==> src/hdl/fqc_regs.svh <==
`ifndef FQC_REGS_SVH
`define FQC_REGS_SVH

// Register byte addresses
`define FQC_TX_CMD_ADDR      8'h80
`define FQC_RX_CMD_ADDR      8'h82

// Transmit queue command fields
`define FQC_TX_MANUAL_BIT    0
`define FQC_TX_MONITOR_BIT   1
`define FQC_TX_AUTO_BIT      2

// Receive queue command fields
`define FQC_RX_RELEASE_BIT   0
`define FQC_RX_DMA_BIT       3
`define FQC_RX_ADEQ_BIT      4
`define FQC_RX_FRAME_EN_BIT  5
`define FQC_RX_BYTE_EN_BIT   6
`define FQC_RX_DUR_EN_BIT    7
`define FQC_RX_ALIGN_BIT     9
`define FQC_RX_CAUSE_LSB     10

// Reset values
`define FQC_TX_CMD_RESET     16'h0000
`define FQC_RX_CMD_RESET     16'h0000

// Duration timer tick: 1 us at a 100 ns clock, rounded up
`define FQC_CLK_PERIOD_NS    100
`define FQC_TICK_NS          1000
`define FQC_TICK_CYCLES      ((`FQC_TICK_NS + `FQC_CLK_PERIOD_NS - 1) / `FQC_CLK_PERIOD_NS)

`endif

==> src/hdl/fqc_pkg.sv <==
package fqc_pkg;

    typedef logic [7:0]  fqc_addr_t;
    typedef logic [15:0] fqc_word_t;
    typedef logic [12:0] fqc_space_t;
    typedef logic [2:0]  fqc_cause_t;

    typedef enum logic [1:0]
    {
        FQC_TX_IDLE = 2'b01,
        FQC_TX_BUSY = 2'b10
    } fqc_tx_state_t;

endpackage

==> src/hdl/fqc_rxth_if.sv <==
`timescale 1ns/1ps
interface fqc_rxth_if;
    import fqc_pkg::*;

    logic       dur_en;
    logic       byte_en;
    logic       frame_en;
    logic       refresh;
    fqc_cause_t cause;
    logic       irq;

    modport ctl (output dur_en, output byte_en, output frame_en, output refresh, input cause, input irq);
    modport th  (input dur_en, input byte_en, input frame_en, input refresh, output cause, output irq);
endinterface

==> src/hdl/fqc_rx_thresh.sv <==
`timescale 1ns/1ps
`include "fqc_regs.svh"
module fqc_rx_thresh
(
    input  wire logic          mclk,
    input  wire logic          rst_n,
    input  wire logic          ce,
    fqc_rxth_if.th             th,
    input  wire logic [15:0]   dur_thresh,
    input  wire logic [15:0]   byte_thresh,
    input  wire logic [15:0]   frame_thresh,
    input  wire logic [15:0]   rx_byte_count,
    input  wire logic [15:0]   rx_frame_count
);
    import fqc_pkg::*;

    localparam logic [3:0] TICK_LAST = 4'(`FQC_TICK_CYCLES - 1);

    logic [3:0]  pre_q,   pre_d;
    logic [15:0] us_q,    us_d;
    fqc_cause_t  cause_q, cause_d;
    fqc_cause_t  hit_q,   hit_d;
    logic        irq_q,   irq_d;
    fqc_cause_t  live;

    always_comb
    begin
        // Timer runs only while at least one frame waits in the queue
        live[2] = th.dur_en   && (us_q > dur_thresh);
        live[1] = th.byte_en  && (rx_byte_count > byte_thresh);
        live[0] = th.frame_en && (rx_frame_count > frame_thresh);
        pre_d   = pre_q;
        us_d    = us_q;
        if (rx_frame_count == 16'h0000)
        begin
            pre_d = 4'h0;
            us_d  = 16'h0000;
        end
        else if (pre_q == TICK_LAST)
        begin
            pre_d = 4'h0;
            if (us_q != 16'hFFFF)
                us_d = us_q + 16'h0001;
        end
        else
            pre_d = pre_q + 4'h1;
        hit_d   = live;
        irq_d   = |(live & ~hit_q);
        cause_d = th.refresh ? live : cause_q;
    end

    always_ff @(posedge mclk or negedge rst_n)
    begin
        if (!rst_n)
        begin
            pre_q   <= 4'h0;
            us_q    <= 16'h0000;
            cause_q <= 3'h0;
            hit_q   <= 3'h0;
            irq_q   <= 1'b0;
        end
        else if (ce)
        begin
            pre_q   <= pre_d;
            us_q    <= us_d;
            cause_q <= cause_d;
            hit_q   <= hit_d;
            irq_q   <= irq_d;
        end
    end

    assign th.cause = cause_q;
    assign th.irq   = irq_q;
endmodule // fqc_rx_thresh

==> src/hdl/fqc_top.sv <==
`timescale 1ns/1ps
`include "fqc_regs.svh"
// Functional notes
// Command write hands prepared frame to queue
// Auto bit queues every prepared frame
// Host keeps manual bit clear under auto
// Monitor raises status bit 6 on space
// Monitor self-clears after frame sent
// Manual bit queues one frame, self-clears
// Host waits manual bit clear before preparing
// Three read-only receive cause flags
// Cause flags refresh on status bit 13
// Align bit inserts two header bytes
// Duration threshold raises receive interrupt
// Byte count threshold raises receive interrupt
// Frame count threshold raises receive interrupt
// Auto dequeue advances read pointer
// Bulk bit opens FIFO burst session
// Session refuses all other registers
// Host clears bulk bit before other access
// Release bit frees errored frame, self-clears
// Host waits release clear before new frame
// Enqueue reloads transmit data pointer
// Host zeroes receive pointer before bulk read
// Self-clearing bits read 1 while pending
module fqc_top
(
    input  wire logic              mclk,
    input  wire logic              rst_n,
    input  wire logic              ce,
    input  wire logic              reg_wr,
    input  wire logic              reg_rd,
    input  wire fqc_pkg::fqc_addr_t reg_addr,
    input  wire logic [1:0]        reg_be,
    input  wire fqc_pkg::fqc_word_t reg_wdata,
    output      fqc_pkg::fqc_word_t reg_rdata,
    output      logic              reg_refused,
    output      logic              fifo_session,
    input  wire logic              tx_frame_ready,
    input  wire logic              tx_frame_done,
    input  wire fqc_pkg::fqc_space_t tx_free_space,
    input  wire fqc_pkg::fqc_space_t tx_space_request,
    output      logic              tx_enqueue,
    output      logic              tx_ptr_reload,
    output      logic              tx_mem_avail_irq,
    input  wire logic              status_rx_refresh,
    input  wire logic [15:0]       dur_thresh,
    input  wire logic [15:0]       byte_thresh,
    input  wire logic [15:0]       frame_thresh,
    input  wire logic [15:0]       rx_byte_count,
    input  wire logic [15:0]       rx_frame_count,
    output      logic              rx_thresh_irq,
    output      logic              rx_align_offset_enable,
    input  wire logic              rx_frame_read_done,
    output      logic              rx_dequeue,
    output      logic              rx_release_req,
    input  wire logic              rx_release_done
);
    import fqc_pkg::*;

    fqc_rxth_if rxth ();

    fqc_tx_state_t tx_state_q, tx_state_d;
    logic      auto_q,   auto_d;
    logic      mon_q,    mon_d;
    logic      fired_q,  fired_d;
    logic      enq_q,    enq_d;
    logic      mirq_q,   mirq_d;
    logic      align_q,  align_d;
    logic      dur_q,    dur_d;
    logic      byte_q,   byte_d;
    logic      frame_q,  frame_d;
    logic      adeq_q,   adeq_d;
    logic      dma_q,    dma_d;
    logic      rel_q,    rel_d;
    logic      deq_q,    deq_d;
    fqc_word_t rdata_q,  rdata_d;
    logic      hit_tx;
    logic      hit_rx;
    logic      refuse;
    logic      wr_tx;
    logic      wr_rx_lo;
    logic      wr_rx_hi;
    logic      man_req;
    fqc_word_t tx_view;
    fqc_word_t rx_view;

    // Decode; while a FIFO session is open only the receive command word is reachable
    always_comb
    begin
        hit_tx   = (reg_addr[7:1] == 7'(`FQC_TX_CMD_ADDR >> 1));
        hit_rx   = (reg_addr[7:1] == 7'(`FQC_RX_CMD_ADDR >> 1));
        refuse   = dma_q && !hit_rx && (reg_wr || reg_rd);
        wr_tx    = reg_wr && hit_tx && !dma_q && reg_be[0];
        wr_rx_lo = reg_wr && hit_rx && reg_be[0];
        wr_rx_hi = reg_wr && hit_rx && reg_be[1];
        man_req  = wr_tx && reg_wdata[`FQC_TX_MANUAL_BIT];
        tx_view  = 16'h0000;
        tx_view[`FQC_TX_MANUAL_BIT]  = (tx_state_q == FQC_TX_BUSY);
        tx_view[`FQC_TX_MONITOR_BIT] = mon_q;
        tx_view[`FQC_TX_AUTO_BIT]    = auto_q;
        rx_view  = 16'h0000;
        rx_view[`FQC_RX_CAUSE_LSB +: 3] = rxth.cause;
        rx_view[`FQC_RX_ALIGN_BIT]      = align_q;
        rx_view[`FQC_RX_DUR_EN_BIT]     = dur_q;
        rx_view[`FQC_RX_BYTE_EN_BIT]    = byte_q;
        rx_view[`FQC_RX_FRAME_EN_BIT]   = frame_q;
        rx_view[`FQC_RX_ADEQ_BIT]       = adeq_q;
        rx_view[`FQC_RX_RELEASE_BIT]    = rel_q;
    end

    // Transmit queue command
    always_comb
    begin
        tx_state_d = tx_state_q;
        auto_d     = auto_q;
        mon_d      = mon_q;
        fired_d    = fired_q;
        enq_d      = 1'b0;
        mirq_d     = 1'b0;
        case (tx_state_q)
            FQC_TX_IDLE:
            begin
                if (man_req)
                begin
                    tx_state_d = FQC_TX_BUSY;
                    enq_d      = 1'b1;
                end
            end
            FQC_TX_BUSY:
            begin
                if (tx_frame_done)
                    tx_state_d = FQC_TX_IDLE;
            end
            default:
                tx_state_d = FQC_TX_IDLE;
        endcase
        if (auto_q && tx_frame_ready)
            enq_d = 1'b1;
        if (wr_tx)
            auto_d = reg_wdata[`FQC_TX_AUTO_BIT];
        if (tx_frame_done)
            mon_d = 1'b0;
        if (wr_tx && reg_wdata[`FQC_TX_MONITOR_BIT])
        begin
            mon_d   = 1'b1;
            fired_d = 1'b0;
        end
        else if (mon_q && !fired_q && (tx_free_space >= tx_space_request))
        begin
            mirq_d  = 1'b1;
            fired_d = 1'b1;
        end
    end

    // Receive queue command and read data
    always_comb
    begin
        align_d = align_q;
        dur_d   = dur_q;
        byte_d  = byte_q;
        frame_d = frame_q;
        adeq_d  = adeq_q;
        dma_d   = dma_q;
        rel_d   = rel_q;
        deq_d   = adeq_q && rx_frame_read_done;
        if (rx_release_done)
            rel_d = 1'b0;
        if (wr_rx_lo)
        begin
            dur_d   = reg_wdata[`FQC_RX_DUR_EN_BIT];
            byte_d  = reg_wdata[`FQC_RX_BYTE_EN_BIT];
            frame_d = reg_wdata[`FQC_RX_FRAME_EN_BIT];
            adeq_d  = reg_wdata[`FQC_RX_ADEQ_BIT];
            dma_d   = reg_wdata[`FQC_RX_DMA_BIT];
            if (reg_wdata[`FQC_RX_RELEASE_BIT])
                rel_d = 1'b1;
        end
        if (wr_rx_hi)
            align_d = reg_wdata[`FQC_RX_ALIGN_BIT];
        rdata_d = rdata_q;
        if (reg_rd)
        begin
            if (hit_rx)
                rdata_d = rx_view;
            else if (hit_tx && !dma_q)
                rdata_d = tx_view;
            else
                rdata_d = 16'h0000;
        end
    end

    always_ff @(posedge mclk or negedge rst_n)
    begin
        if (!rst_n)
        begin
            tx_state_q <= FQC_TX_IDLE;
            auto_q     <= 1'((`FQC_TX_CMD_RESET >> `FQC_TX_AUTO_BIT) & 16'h0001);
            mon_q      <= 1'b0;
            fired_q    <= 1'b0;
            enq_q      <= 1'b0;
            mirq_q     <= 1'b0;
            align_q    <= 1'b0;
            dur_q      <= 1'b0;
            byte_q     <= 1'b0;
            frame_q    <= 1'b0;
            adeq_q     <= 1'b0;
            dma_q      <= 1'b0;
            rel_q      <= 1'b0;
            deq_q      <= 1'b0;
            rdata_q    <= `FQC_RX_CMD_RESET;
        end
        else if (ce)
        begin
            tx_state_q <= tx_state_d;
            auto_q     <= auto_d;
            mon_q      <= mon_d;
            fired_q    <= fired_d;
            enq_q      <= enq_d;
            mirq_q     <= mirq_d;
            align_q    <= align_d;
            dur_q      <= dur_d;
            byte_q     <= byte_d;
            frame_q    <= frame_d;
            adeq_q     <= adeq_d;
            dma_q      <= dma_d;
            rel_q      <= rel_d;
            deq_q      <= deq_d;
            rdata_q    <= rdata_d;
        end
    end

    assign rxth.dur_en   = dur_q;
    assign rxth.byte_en  = byte_q;
    assign rxth.frame_en = frame_q;
    assign rxth.refresh  = status_rx_refresh && ce;

    fqc_rx_thresh u_rx_thresh
    (
        .mclk           (mclk),
        .rst_n          (rst_n),
        .ce             (ce),
        .th             (rxth),
        .dur_thresh     (dur_thresh),
        .byte_thresh    (byte_thresh),
        .frame_thresh   (frame_thresh),
        .rx_byte_count  (rx_byte_count),
        .rx_frame_count (rx_frame_count)
    );

    assign reg_rdata              = rdata_q;
    assign reg_refused            = refuse;
    assign fifo_session           = dma_q;
    assign tx_enqueue             = enq_q;
    assign tx_ptr_reload          = enq_q;
    assign tx_mem_avail_irq       = mirq_q;
    assign rx_thresh_irq          = rxth.irq;
    assign rx_align_offset_enable = align_q;
    assign rx_dequeue             = deq_q;
    assign rx_release_req         = rel_q;
endmodule // fqc_top
==> config.mk <==
export PLATFORM = sky130hd
export DESIGN_NAME = fqc_top
export DESIGN_NICKNAME = d
export VERILOG_FILES = /design/src/hdl/fqc_pkg.sv /design/src/hdl/fqc_rxth_if.sv /design/src/hdl/fqc_rx_thresh.sv /design/src/hdl/fqc_top.sv
export VERILOG_INCLUDE_DIRS = /design/src /design/src/hdl
export SDC_FILE = /design/constraint.sdc
export NUM_CORES = 1
export LEC_CHECK = 0
export BUFFER_PORTS_ARGS = -buffer_cell sky130_fd_sc_hd__buf_2
export CAP_MARGIN = 20
export CORE_AREA = 5 5 98 100
export DETAILED_ROUTE_END_ITERATION = 7
export DIE_AREA = 0 0 103 105
export PLACE_DENSITY = 0.8
export SLEW_MARGIN = 20
export SYNTH_ARGS = -nofsm -noshare
export SYNTH_HDL_FRONTEND = slang
export SYNTH_HIERARCHICAL = 1
export SYNTH_SLANG_ARGS = --single-unit
export TNS_END_PERCENT = 5
==> constraint.sdc <==
create_clock -name mclk -period 3.1 [get_ports mclk]
set_clock_uncertainty 0.2 [all_clocks]
set_input_delay 0.93 -clock mclk [delete_from_list [all_inputs] [get_ports mclk]]
set_output_delay 0.93 -clock mclk [all_outputs]
set_load 0.05 [all_outputs]
Yosys cells after proc, flatten, opt, wreduce, memory -nomap -nowiden
Cells that the tools add are included.
{"block": "totals", "ff_bits": 58, "output_inout_bits": 25}
{"block": "classes", "reduce_logical": 38, "magnitude_cmp": 4, "muxes": 22, "add_sub_neg": 2, "n_bitwise": 2, "eq_ne": 8}
{"operator": "> comparator 16 bit", "n": 3}
{"operator": "two-way mux 16 bit", "n": 3}
{"operator": "logical AND 1 bit", "n": 19}
{"operator": "adder 16 x 1 -> 16 bit (second input constant)", "n": 1}
{"operator": "zero test 16 bit", "n": 1}
{"operator": "!= test 16 bit (second input constant)", "n": 1}
{"operator": "== test 7 bit (second input constant)", "n": 2}
{"operator": "AND reduction 2 bit", "n": 7}
{"operator": ">= comparator 13 bit", "n": 1}
{"operator": "two-way mux 13 bit", "n": 1}
{"operator": "two-way mux 1 bit", "n": 12}
{"operator": "two-way mux 4 bit", "n": 2}
{"operator": "nonzero test 2 bit", "n": 4}
{"operator": "AND reduction 3 bit", "n": 2}
{"operator": "adder 4 x 1 -> 4 bit (second input constant)", "n": 1}
{"operator": "== test 4 bit (second input constant)", "n": 1}
{"operator": "two-way mux 2 bit", "n": 2}
{"operator": "!= test 2 bit (second input constant)", "n": 2}
{"operator": "one-hot mux 2 bit (2 select lines)", "n": 1}
{"operator": "bitwise AND 3 bit", "n": 1}
{"operator": "zero test 1 bit", "n": 3}
{"operator": "two-way mux 3 bit", "n": 1}
{"operator": "inverter 3 bit", "n": 1}
{"operator": "OR reduction 3 bit", "n": 1}
{"operator": "3 further kinds", "n": 3}

Logic depth before layout (Yosys ltp)
Gate-level depths: netlist of run 1.
{"block": "logic_depth", "depth_word": 8, "ltp_mapped": 8, "mapped_depth_nobuf": 8}

Modules after synthesis
Netlist of run 1, hierarchy kept.
{"module": "fqc_rx_thresh", "area_per_inst_um2": 2658.8, "seq_area_each_um2": 675.6, "cells_per_inst": 318, "instances": 1}
{"module": "fqc_top", "area_per_inst_um2": 1497.7, "seq_area_each_um2": 651.9, "cells_per_inst": 148, "instances": 1}

Least setup slack after synthesis of run 1
OpenSTA, ideal clock, no wires.
{"block": "synth_path", "path_kind": "input -> output", "from": "input port reg_addr[7]", "to": "output port reg_refused", "n_path_buf": 0, "arrival_ns": 1.974, "stages": 3, "path_slack_ns": -0.004, "path_cell_list": "or4b_4 nor2_4 a21oi_1"}
{"block": "synth_between", "elab_chain_len": 4}
{"element": "from (decl)", "line_no": "fqc_top.sv:33", "source": "input wire fqc_pkg::fqc_addr_t reg_addr,"}
{"element": "== test 7 bit", "line_no": "fqc_top.sv:92", "source": "hit_rx = (reg_addr[7:1] == 7'(`FQC_RX_CMD_ADDR >> 1));"}
{"element": "zero test 1 bit", "line_no": "fqc_top.sv:93", "source": "refuse = dma_q && !hit_rx && (reg_wr || reg_rd);"}
{"element": "logical AND 1 bit (2 in series)", "line_no": "fqc_top.sv:93"}
{"element": "to (decl)", "line_no": "fqc_top.sv:37", "source": "output logic reg_refused,"}
Every way passes these cells.

Final worst setup path of run 1
{"block": "layout_path", "from": "input port reg_addr[3]", "to": "output port reg_refused"}
The elaborated chain is that of the path after synthesis.

==> run summary, run 1 <==
Per-cell routed wire length -> 14.0 um
Clock tree from TritonCTS -> done
Outcome -> finished clean
Number of top-level design ports -> 167
Total number of H-tree levels -> 2
Combinational group share of total power -> 29.4%
Number of buffers on the longest clock path -> 2
Final period util -> 97.8%
Total congestion overflow -> 0
Clock Root Buffer -> sky130_fd_sc_hd__clkbuf_8
Most common cell in the synthesized netlist -> sky130_fd_sc_hd__inv_1
Largest net degree at the start of global routing -> 29
Antenna violations before repair -> 0
Power per cell area -> 318 nW/um^2
Maximum capacitance violations -> 0
Vert. Die Dim -> 105 um
Int Pwr -> 1.13 mW
Critical Path Sink Type -> output port
CTS clock-pin slew for the worst setup and hold paths -> 0.09 ns
Worst slew margin relative to its limit -> 58.3%
Weighted congestion reported at the end of routability-driven placement -> 0.853
Highest attainable clock frequency -> 330 MHz
Wire length after detailed routing -> 10400 um
Worst skew pair latency -> 0.30 ns
Leak pwr -> 2.85 nW
Fraction of power consumed by the clock network -> 22.7%
Most frequent cells after synthesis -> sky130_fd_sc_hd__inv_1, sky130_fd_sc_hd__ha_1, sky130_fd_sc_hd__dfrtp_1, sky130_fd_sc_hd__nand2_1, sky130_fd_sc_hd__a21oi_1
Number of global-route vias before repair -> 4051
Count of flip-flops with a built-in enable after synthesis -> 0
Overall global routing resource usage -> 19.6%
Slowest cell delay on critical path -> 0.55 ns
Fraction of registers with async set/reset -> 100%
Critical path data arrival time -> 1.90 ns
Final period demand of the worst path -> 3.03 ns
Crit path max fanout -> 2
Setup-failing EPs final -> 0
Vias per std cell -> 5.27
Max stage delay cell, worst path -> sky130_fd_sc_hd__or4b_4
Transition at the pin with the smallest max-transition slack -> 0.625 ns
TritonCTS Buffers -> 5
PnR Total Power -> 1.65 mW
Hold Buf Count CTS -> 0
Nets -> 835
Antenna-violating nets left -> 0
Largest cells by area after synthesis -> sky130_fd_sc_hd__dfrtp_1, sky130_fd_sc_hd__ha_1, sky130_fd_sc_hd__inv_1, sky130_fd_sc_hd__nand2_1, sky130_fd_sc_hd__a21oi_1
Largest voltage drop on the vdd net -> 0.240 mV
Post-cts sizing count -> 0
Ratio of cells with drive above 1 in the final layout -> 32.2%
DIE AREA -> 10800 um^2
Number of different library cells in the post-synthesis netlist -> 63
Setup CP Type -> in -> out
Worst Path Buf+Inv -> 2
Top cell type's share of synthesized area -> 31.3%
Leading register cell type out of synthesis -> sky130_fd_sc_hd__dfrtp_1
Rows -> 34
Core region area -> 8590 um^2
Layout Area Growth over Synthesis -> 25.0%
Synthesis-stage register bit count -> 53
Vias post-DR -> 3890
Detailed-router iteration count before antenna repair -> 4
Unrepaired setup endpoints after global routing -> false
ANT cells -> 0
Avg Synthesized Cell Area -> 8.92 um^2
Setup TNS -> 0 ns
Critical Path, Cell by Cell -> buf_2 -> or4b_4 -> nor2_4 -> a21oi_2 -> buf_6
Sum of net half-perimeters after detailed placement -> 8910 um
Number of max-slew violations in the final report -> 0
Worst Path Required -> 1.97 ns
Effective utilization at floorplan -> 48.4%
Number of buffers inserted by post-CTS setup repair -> 0
Post-Syn Area -> 4160 um^2
Remaining design rule violation count -> 0
Dominant cell type by area after synthesis -> sky130_fd_sc_hd__dfrtp_1
Global-route wire length before repair -> 17500 um
Hold Crit Class -> reg -> reg
Number of failing hold endpoints at the final stage -> 0
Cell count after synthesis -> 466
Initial DRC count -> 135
Startpoint types -> input port
Cell family contributing the most delay on the critical path -> simple AND/OR/NAND/NOR gates
Total number of clock tree sinks -> 53
Power spent charging and discharging nets -> 0.529 mW
Proportion of synthesized chip area in sequential cells -> 31.9%
Switching fraction of total power -> 31.9%
Port-buffer cells -> 153
Ys Warns -> 6
Share of total power in sequential cells -> 47.9%
Die boundary width -> 103 um
-- per-layer routing --
metal  up-vias  wire length (um)  global-route usage (%)
li1       1970                 -                       -
met1      1772              4240                    24.9
met2       131              5210                    33.6
met3        17               753                    3.86
met4         0               156                    5.09
met5         -                 0                       0
-- worst paths after layout --
check,start,to,slack [ns],cells after the start
max,reg_addr[3],reg_refused,0.07,5
min reg2reg,u_rx_thresh/th.cause[0],u_rx_thresh/th.cause[0],0.30,2
min in group asynchronous,rst_n,u_rx_thresh/us_q[8],0.43,1
max reg2reg,u_rx_thresh/us_q[5],u_rx_thresh/th.irq,0.65,7
min,u_rx_thresh/th.cause[0],u_rx_thresh/th.cause[0],0.30,2
max in group asynchronous,rst_n,tx_state_q[0],1.63,2
-- worst register-to-register path, cell delays in order, from the launching register on --
cell                        delay, ns
sky130_fd_sc_hd__dfrtp_1         0.45
sky130_fd_sc_hd__ha_1            0.32
sky130_fd_sc_hd__a21oi_1         0.13
sky130_fd_sc_hd__o21ai_0         0.10
sky130_fd_sc_hd__a221o_1         0.33
sky130_fd_sc_hd__o311a_1         0.39
sky130_fd_sc_hd__o2bb2ai_1       0.14
sky130_fd_sc_hd__a221o_1         0.28
-- power groups by stage --
stage,clock (mW),combinational [mW],sequential (mW)
floorplan,0,0.301,0.798
global placement,0,0.460,0.800
detailed placement,0,0.491,0.805
CTS,0.389,0.493,0.792
global route,0.417,0.561,0.800
finish,0.375,0.487,0.793
-- area by class of cell --
class	instances	area, um^2
Clock inverter	1	7.51
Timing Repair Buffer	165	875
Sequential cell	53	1330
Multi-Input combinational cell	332	2500
Clock buffer	7	76.3
Inverter	72	270
Tap cell	108	135
Fill cell	733	3400
-- registers in the layout, summed over array words and instances (netlist names), 2 cells and up --
register,flops
reg_rdata,11
tx_state_q,2
u_rx_thresh/hit_q,3
u_rx_thresh/us_q,16
u_rx_thresh/th.cause,3
u_rx_thresh/pre_q,4
-- kinds of logic after synthesis --
kind of cell               count (synthesis)  synth area share [%]
xor gates and xnor gates                   7                  1.48
DFF                                       53                  31.9
other                                      1                0.0902
buffers and inverters                     85                  8.25
adders and majority gates                 64                  19.3
and+or+nand+nor                          137                  17.9
AOI/OAI and AO/OA                        108                  18.2
muxes                                     11                  2.95
-- cells in the final DEF, fill, tap and decap left out, types with 3 or more instances in the layout --
master	n
sky130_fd_sc_hd__nand2_1	45
sky130_fd_sc_hd__and3_1	3
sky130_fd_sc_hd__nor4_1	5
sky130_fd_sc_hd__or2_2	3
sky130_fd_sc_hd__clkbuf_8	5
sky130_fd_sc_hd__nand2b_1	4
sky130_fd_sc_hd__o21ai_0	21
sky130_fd_sc_hd__or4_1	4
sky130_fd_sc_hd__a21oi_2	3
sky130_fd_sc_hd__nor2_1	23
sky130_fd_sc_hd__a221o_1	3
sky130_fd_sc_hd__buf_4	11
sky130_fd_sc_hd__ha_1	64
sky130_fd_sc_hd__o211ai_1	6
sky130_fd_sc_hd__buf_2	152
sky130_fd_sc_hd__and2_1	3
sky130_fd_sc_hd__a21oi_1	32
sky130_fd_sc_hd__nand3_1	15
sky130_fd_sc_hd__inv_1	72
sky130_fd_sc_hd__conb_1	5
sky130_fd_sc_hd__dfrtp_1	52
sky130_fd_sc_hd__a22o_1	12
sky130_fd_sc_hd__nor2b_1	3
sky130_fd_sc_hd__o31ai_1	5
sky130_fd_sc_hd__mux2_2	10
sky130_fd_sc_hd__xnor2_1	6
sky130_fd_sc_hd__a21o_1	4
sky130_fd_sc_hd__nand4_1	12
-- stage by stage --
stage	setup slack (ns)	hold slack, ns	cell area (um^2)	utilization, %	cells
2_1_floorplan	0.181	0.249	4180	-	470
3_3_place_gp	0.0230	0.263	5110	59.4	730
3_5_place_dp	0.0167	0.281	5110	59.4	730
4_1_cts	0.0145	0.301	5190	60.4	738
5_1_grt	0.0237	0.331	5200	60.5	738
6_report	0.0691	0.297	5200	60.5	738
No activity file was read; power rests on OpenSTA's default activity.
==> run 2, diff against run 1 <==
- CORE_AREA: 5 5 98 100 -> 5 5 103 105
- DIE_AREA: 0 0 103 105 -> 0 0 108 110
- PLACE_DENSITY: 0.8 -> 0.76
- clock period: 3.1 -> 2.6 ns (I/O delays scaled with it)
==> run 2 against run 1 <==
The run now ends with setup timing left. Total power rose by 29%. Count of clock-buffer cells in the layout is 1 lower. Critical path depth stayed put. Utilization shrank 3.0 points. Hold slack lost 0.081 ns. Highest routed layer unchanged.
==> run summary, run 2 (synthesis gave the netlist of run 1 again) <==
Outcome -> complete, but fails checks
Violations in the final reports -> setup timing
Number of top-level design ports -> 167 (unchanged)
Power per cell area -> 387 nW/um^2 (+22%)
Wire length after detailed routing -> 10500 um (+1.7%)
Total number of clock tree sinks -> 53 (unchanged)
Vert. Die Dim -> 110 um (+4.8%)
Antenna-violating nets left -> 0 (unchanged)
Crit path max fanout -> 2 (unchanged)
Clock Root Buffer -> sky130_fd_sc_hd__clkbuf_8
Worst slew margin relative to its limit -> 65.5% (+7.2 points)
Ratio of cells with drive above 1 in the final layout -> 35.6% (+3.4 points)
Final period demand of the worst path -> 2.78 ns
Transition at the pin with the smallest max-transition slack -> 0.504 ns (-0.121 ns)
Per-cell routed wire length -> 13.4 um (-4.7%)
Vias per std cell -> 5.11 (-3.1%)
Hold Crit Class -> in -> async
Area of the multi-input gates -> 2540 um^2 (+1.3%)
Maximum capacitance violations -> 0 (unchanged)
Effective utilization at floorplan -> 43.5% (-4.8 points)
TritonCTS Buffers -> 5 (unchanged)
PnR Total Power -> 2.13 mW (+29%)
Most frequent cells in the layout -> sky130_fd_sc_hd__buf_2, sky130_fd_sc_hd__inv_1, sky130_fd_sc_hd__ha_1
Global-route wire length before repair -> 17100 um (-2.1%)
Worst Path Required -> 1.62 ns (-0.35 ns)
Detailed-router iteration count before antenna repair -> 6 (+2)
Fill cell total of the finished layout -> 816 (+11%)
Worst reg2reg setup slack -> 0.11 ns (-0.54 ns)
Commonest non-fill, non-tap cell in the layout -> sky130_fd_sc_hd__buf_2
Clock tree from TritonCTS -> done
Fin util -> 57.5% (-3.0 points)
Post-Layout Cell Count -> 788 (+6.8%)
Overall global routing resource usage -> 17.6% (-2.0 points)
Number of failing hold endpoints at the final stage -> 0 (unchanged)
ANT cells -> 0 (unchanged)
Antenna violations before repair -> 0 (unchanged)
Setup TNS -> -0.283 ns (-0.283 ns)
Critical path data arrival time -> 1.80 ns (-0.10 ns)
Nets -> 860 (+3.0%)
Weighted congestion reported at the end of routability-driven placement -> 0.869 (+1.8%)
Unrepaired setup endpoints after global routing -> true
Endpoint of the most critical register-to-register path -> u_rx_thresh/th.irq
Rows -> 36 (+5.9%)
CTS clock-pin slew for the worst setup and hold paths -> 0.10 ns (about the same)
Layout Area Growth over Synthesis -> 32.1%
Worst setup slack after layout -> -0.177 ns (-0.247 ns)
Vias post-DR -> 4025 (+3.5%)
Largest Register -> u_rx_thresh/us_q
Sequential standard cell area -> 1330 um^2 (unchanged)
Reg2reg start -> u_rx_thresh/us_q[5]
Total congestion overflow -> 0 (unchanged)
Number of global-route vias before repair -> 4058 (+0.17%)
Largest voltage drop on the vdd net -> 0.241 mV (+0.74%)
Worst setup path startpoint -> reg_addr[3]
Number of flip-flops under the largest register name -> 16 (unchanged)
Largest net degree at the start of global routing -> 23 (-21%)
Total number of H-tree levels -> 2 (unchanged)
Hold Buf Count CTS -> 0 (unchanged)
Number of buffers on the longest clock path -> 2 (unchanged)
Setup-failing EPs final -> 4 (+4)
Sum of net half-perimeters after detailed placement -> 8860 um (-0.63%)
Leak pwr -> 2.99 nW (+5.0%)
Initial DRC count -> 204 (+51%)
Cell count after placement -> 776 (+6.3%)
Port-buffer cells -> 153 (unchanged)
Core region area -> 9550 um^2 (+11%)
Number of max-slew violations in the final report -> 0 (unchanged)
Worst r2r path cells -> 7 (unchanged)
Startpoint types -> input port
Die boundary width -> 108 um (+4.9%)
Final period util -> 107%
Remaining design rule violation count -> 0 (unchanged)
DIE AREA -> 11900 um^2 (+9.8%)
Highest attainable clock frequency -> 360 MHz
Critical Path Sink Type -> output port
Worst skew pair latency -> 0.31 ns (about the same)
CP Capture Point -> reg_refused
Setup CP Type -> in -> out
Worst setup timing slack at the placement stage -> -0.326 ns (-0.343 ns)
==> run 2: changes by cell type in the layout (fill, tap and decap cells not counted), moves of 2 or more <==
cell                       change
sky130_fd_sc_hd__buf_2         -2
sky130_fd_sc_hd__buf_4        +25
sky130_fd_sc_hd__ha_1          -2
sky130_fd_sc_hd__clkbuf_1      -2
sky130_fd_sc_hd__ha_4          +2
sky130_fd_sc_hd__buf_6         +3
==> run 2: how the worst min path moves through the flow <==
stage | from | to | slack (ns)
after floorplan | u_rx_thresh/th.cause[0] | u_rx_thresh/th.cause[0] | 0.25
after global placement | u_rx_thresh/th.cause[1] | u_rx_thresh/th.cause[1] | 0.27
after detailed placement | tx_mem_avail_irq | tx_mem_avail_irq | 0.27
after CTS | rst_n | tx_enqueue | 0.23
after global routing | rst_n | tx_enqueue | 0.24
final | rst_n | tx_enqueue | 0.22
==> run 2: layout make-up <==
type,count,share of cell area (%)
clock buffer,6,1.50
clock inverter,2,0.684
inverter,72,4.92
multi-input combinational,332,46.3
sequential,53,24.2
tap,133,3.03
timing repair buffer,190,19.4
==> run 2: where the power goes <==
| part | total, mW | internal (mW) | switching [mW] |
|---|---|---|---|
| sequential | 0.947 | 0.884 | 0.0628 |
| combinational | 0.594 | 0.279 | 0.315 |
| clock | 0.586 | 0.313 | 0.273 |
| total | 2.13 | 1.48 | 0.650 |
==> run 2: timing repair <==
action                     in CTS  in global routing
resized for setup               3                  3
pin swaps                       3                  9
setup endpoints to repair       1                  3
buffers inserted                2                  2
==> run 2: routing by layer <==
layer  track usage (%)  vias up  part of all wire (%)  routed length, um
met1              20.0     1857                    41               4300
met2              33.4      131                    51               5390
li1                  -     2021                     -                  -
met3              3.03       16                   5.9                622
met5                 0        -                     0                  0
met4              5.77        0                   2.2                227
==> run 2: per-stage QoR <==
step | area, um^2 | hold slack, ns
after CTS | 5460 | 0.234
after floorplan | 4210 | 0.249
final | 5490 | 0.216
after global routing | 5490 | 0.236
after global placement | 5320 | 0.269
after detailed placement | 5320 | 0.274
==> run 2: critical path, cell delays in order <==
cell                      delay (ns)
sky130_fd_sc_hd__buf_6          0.09
sky130_fd_sc_hd__or4b_4         0.56
sky130_fd_sc_hd__nor2_4         0.14
sky130_fd_sc_hd__a21oi_4        0.07
sky130_fd_sc_hd__buf_6          0.17
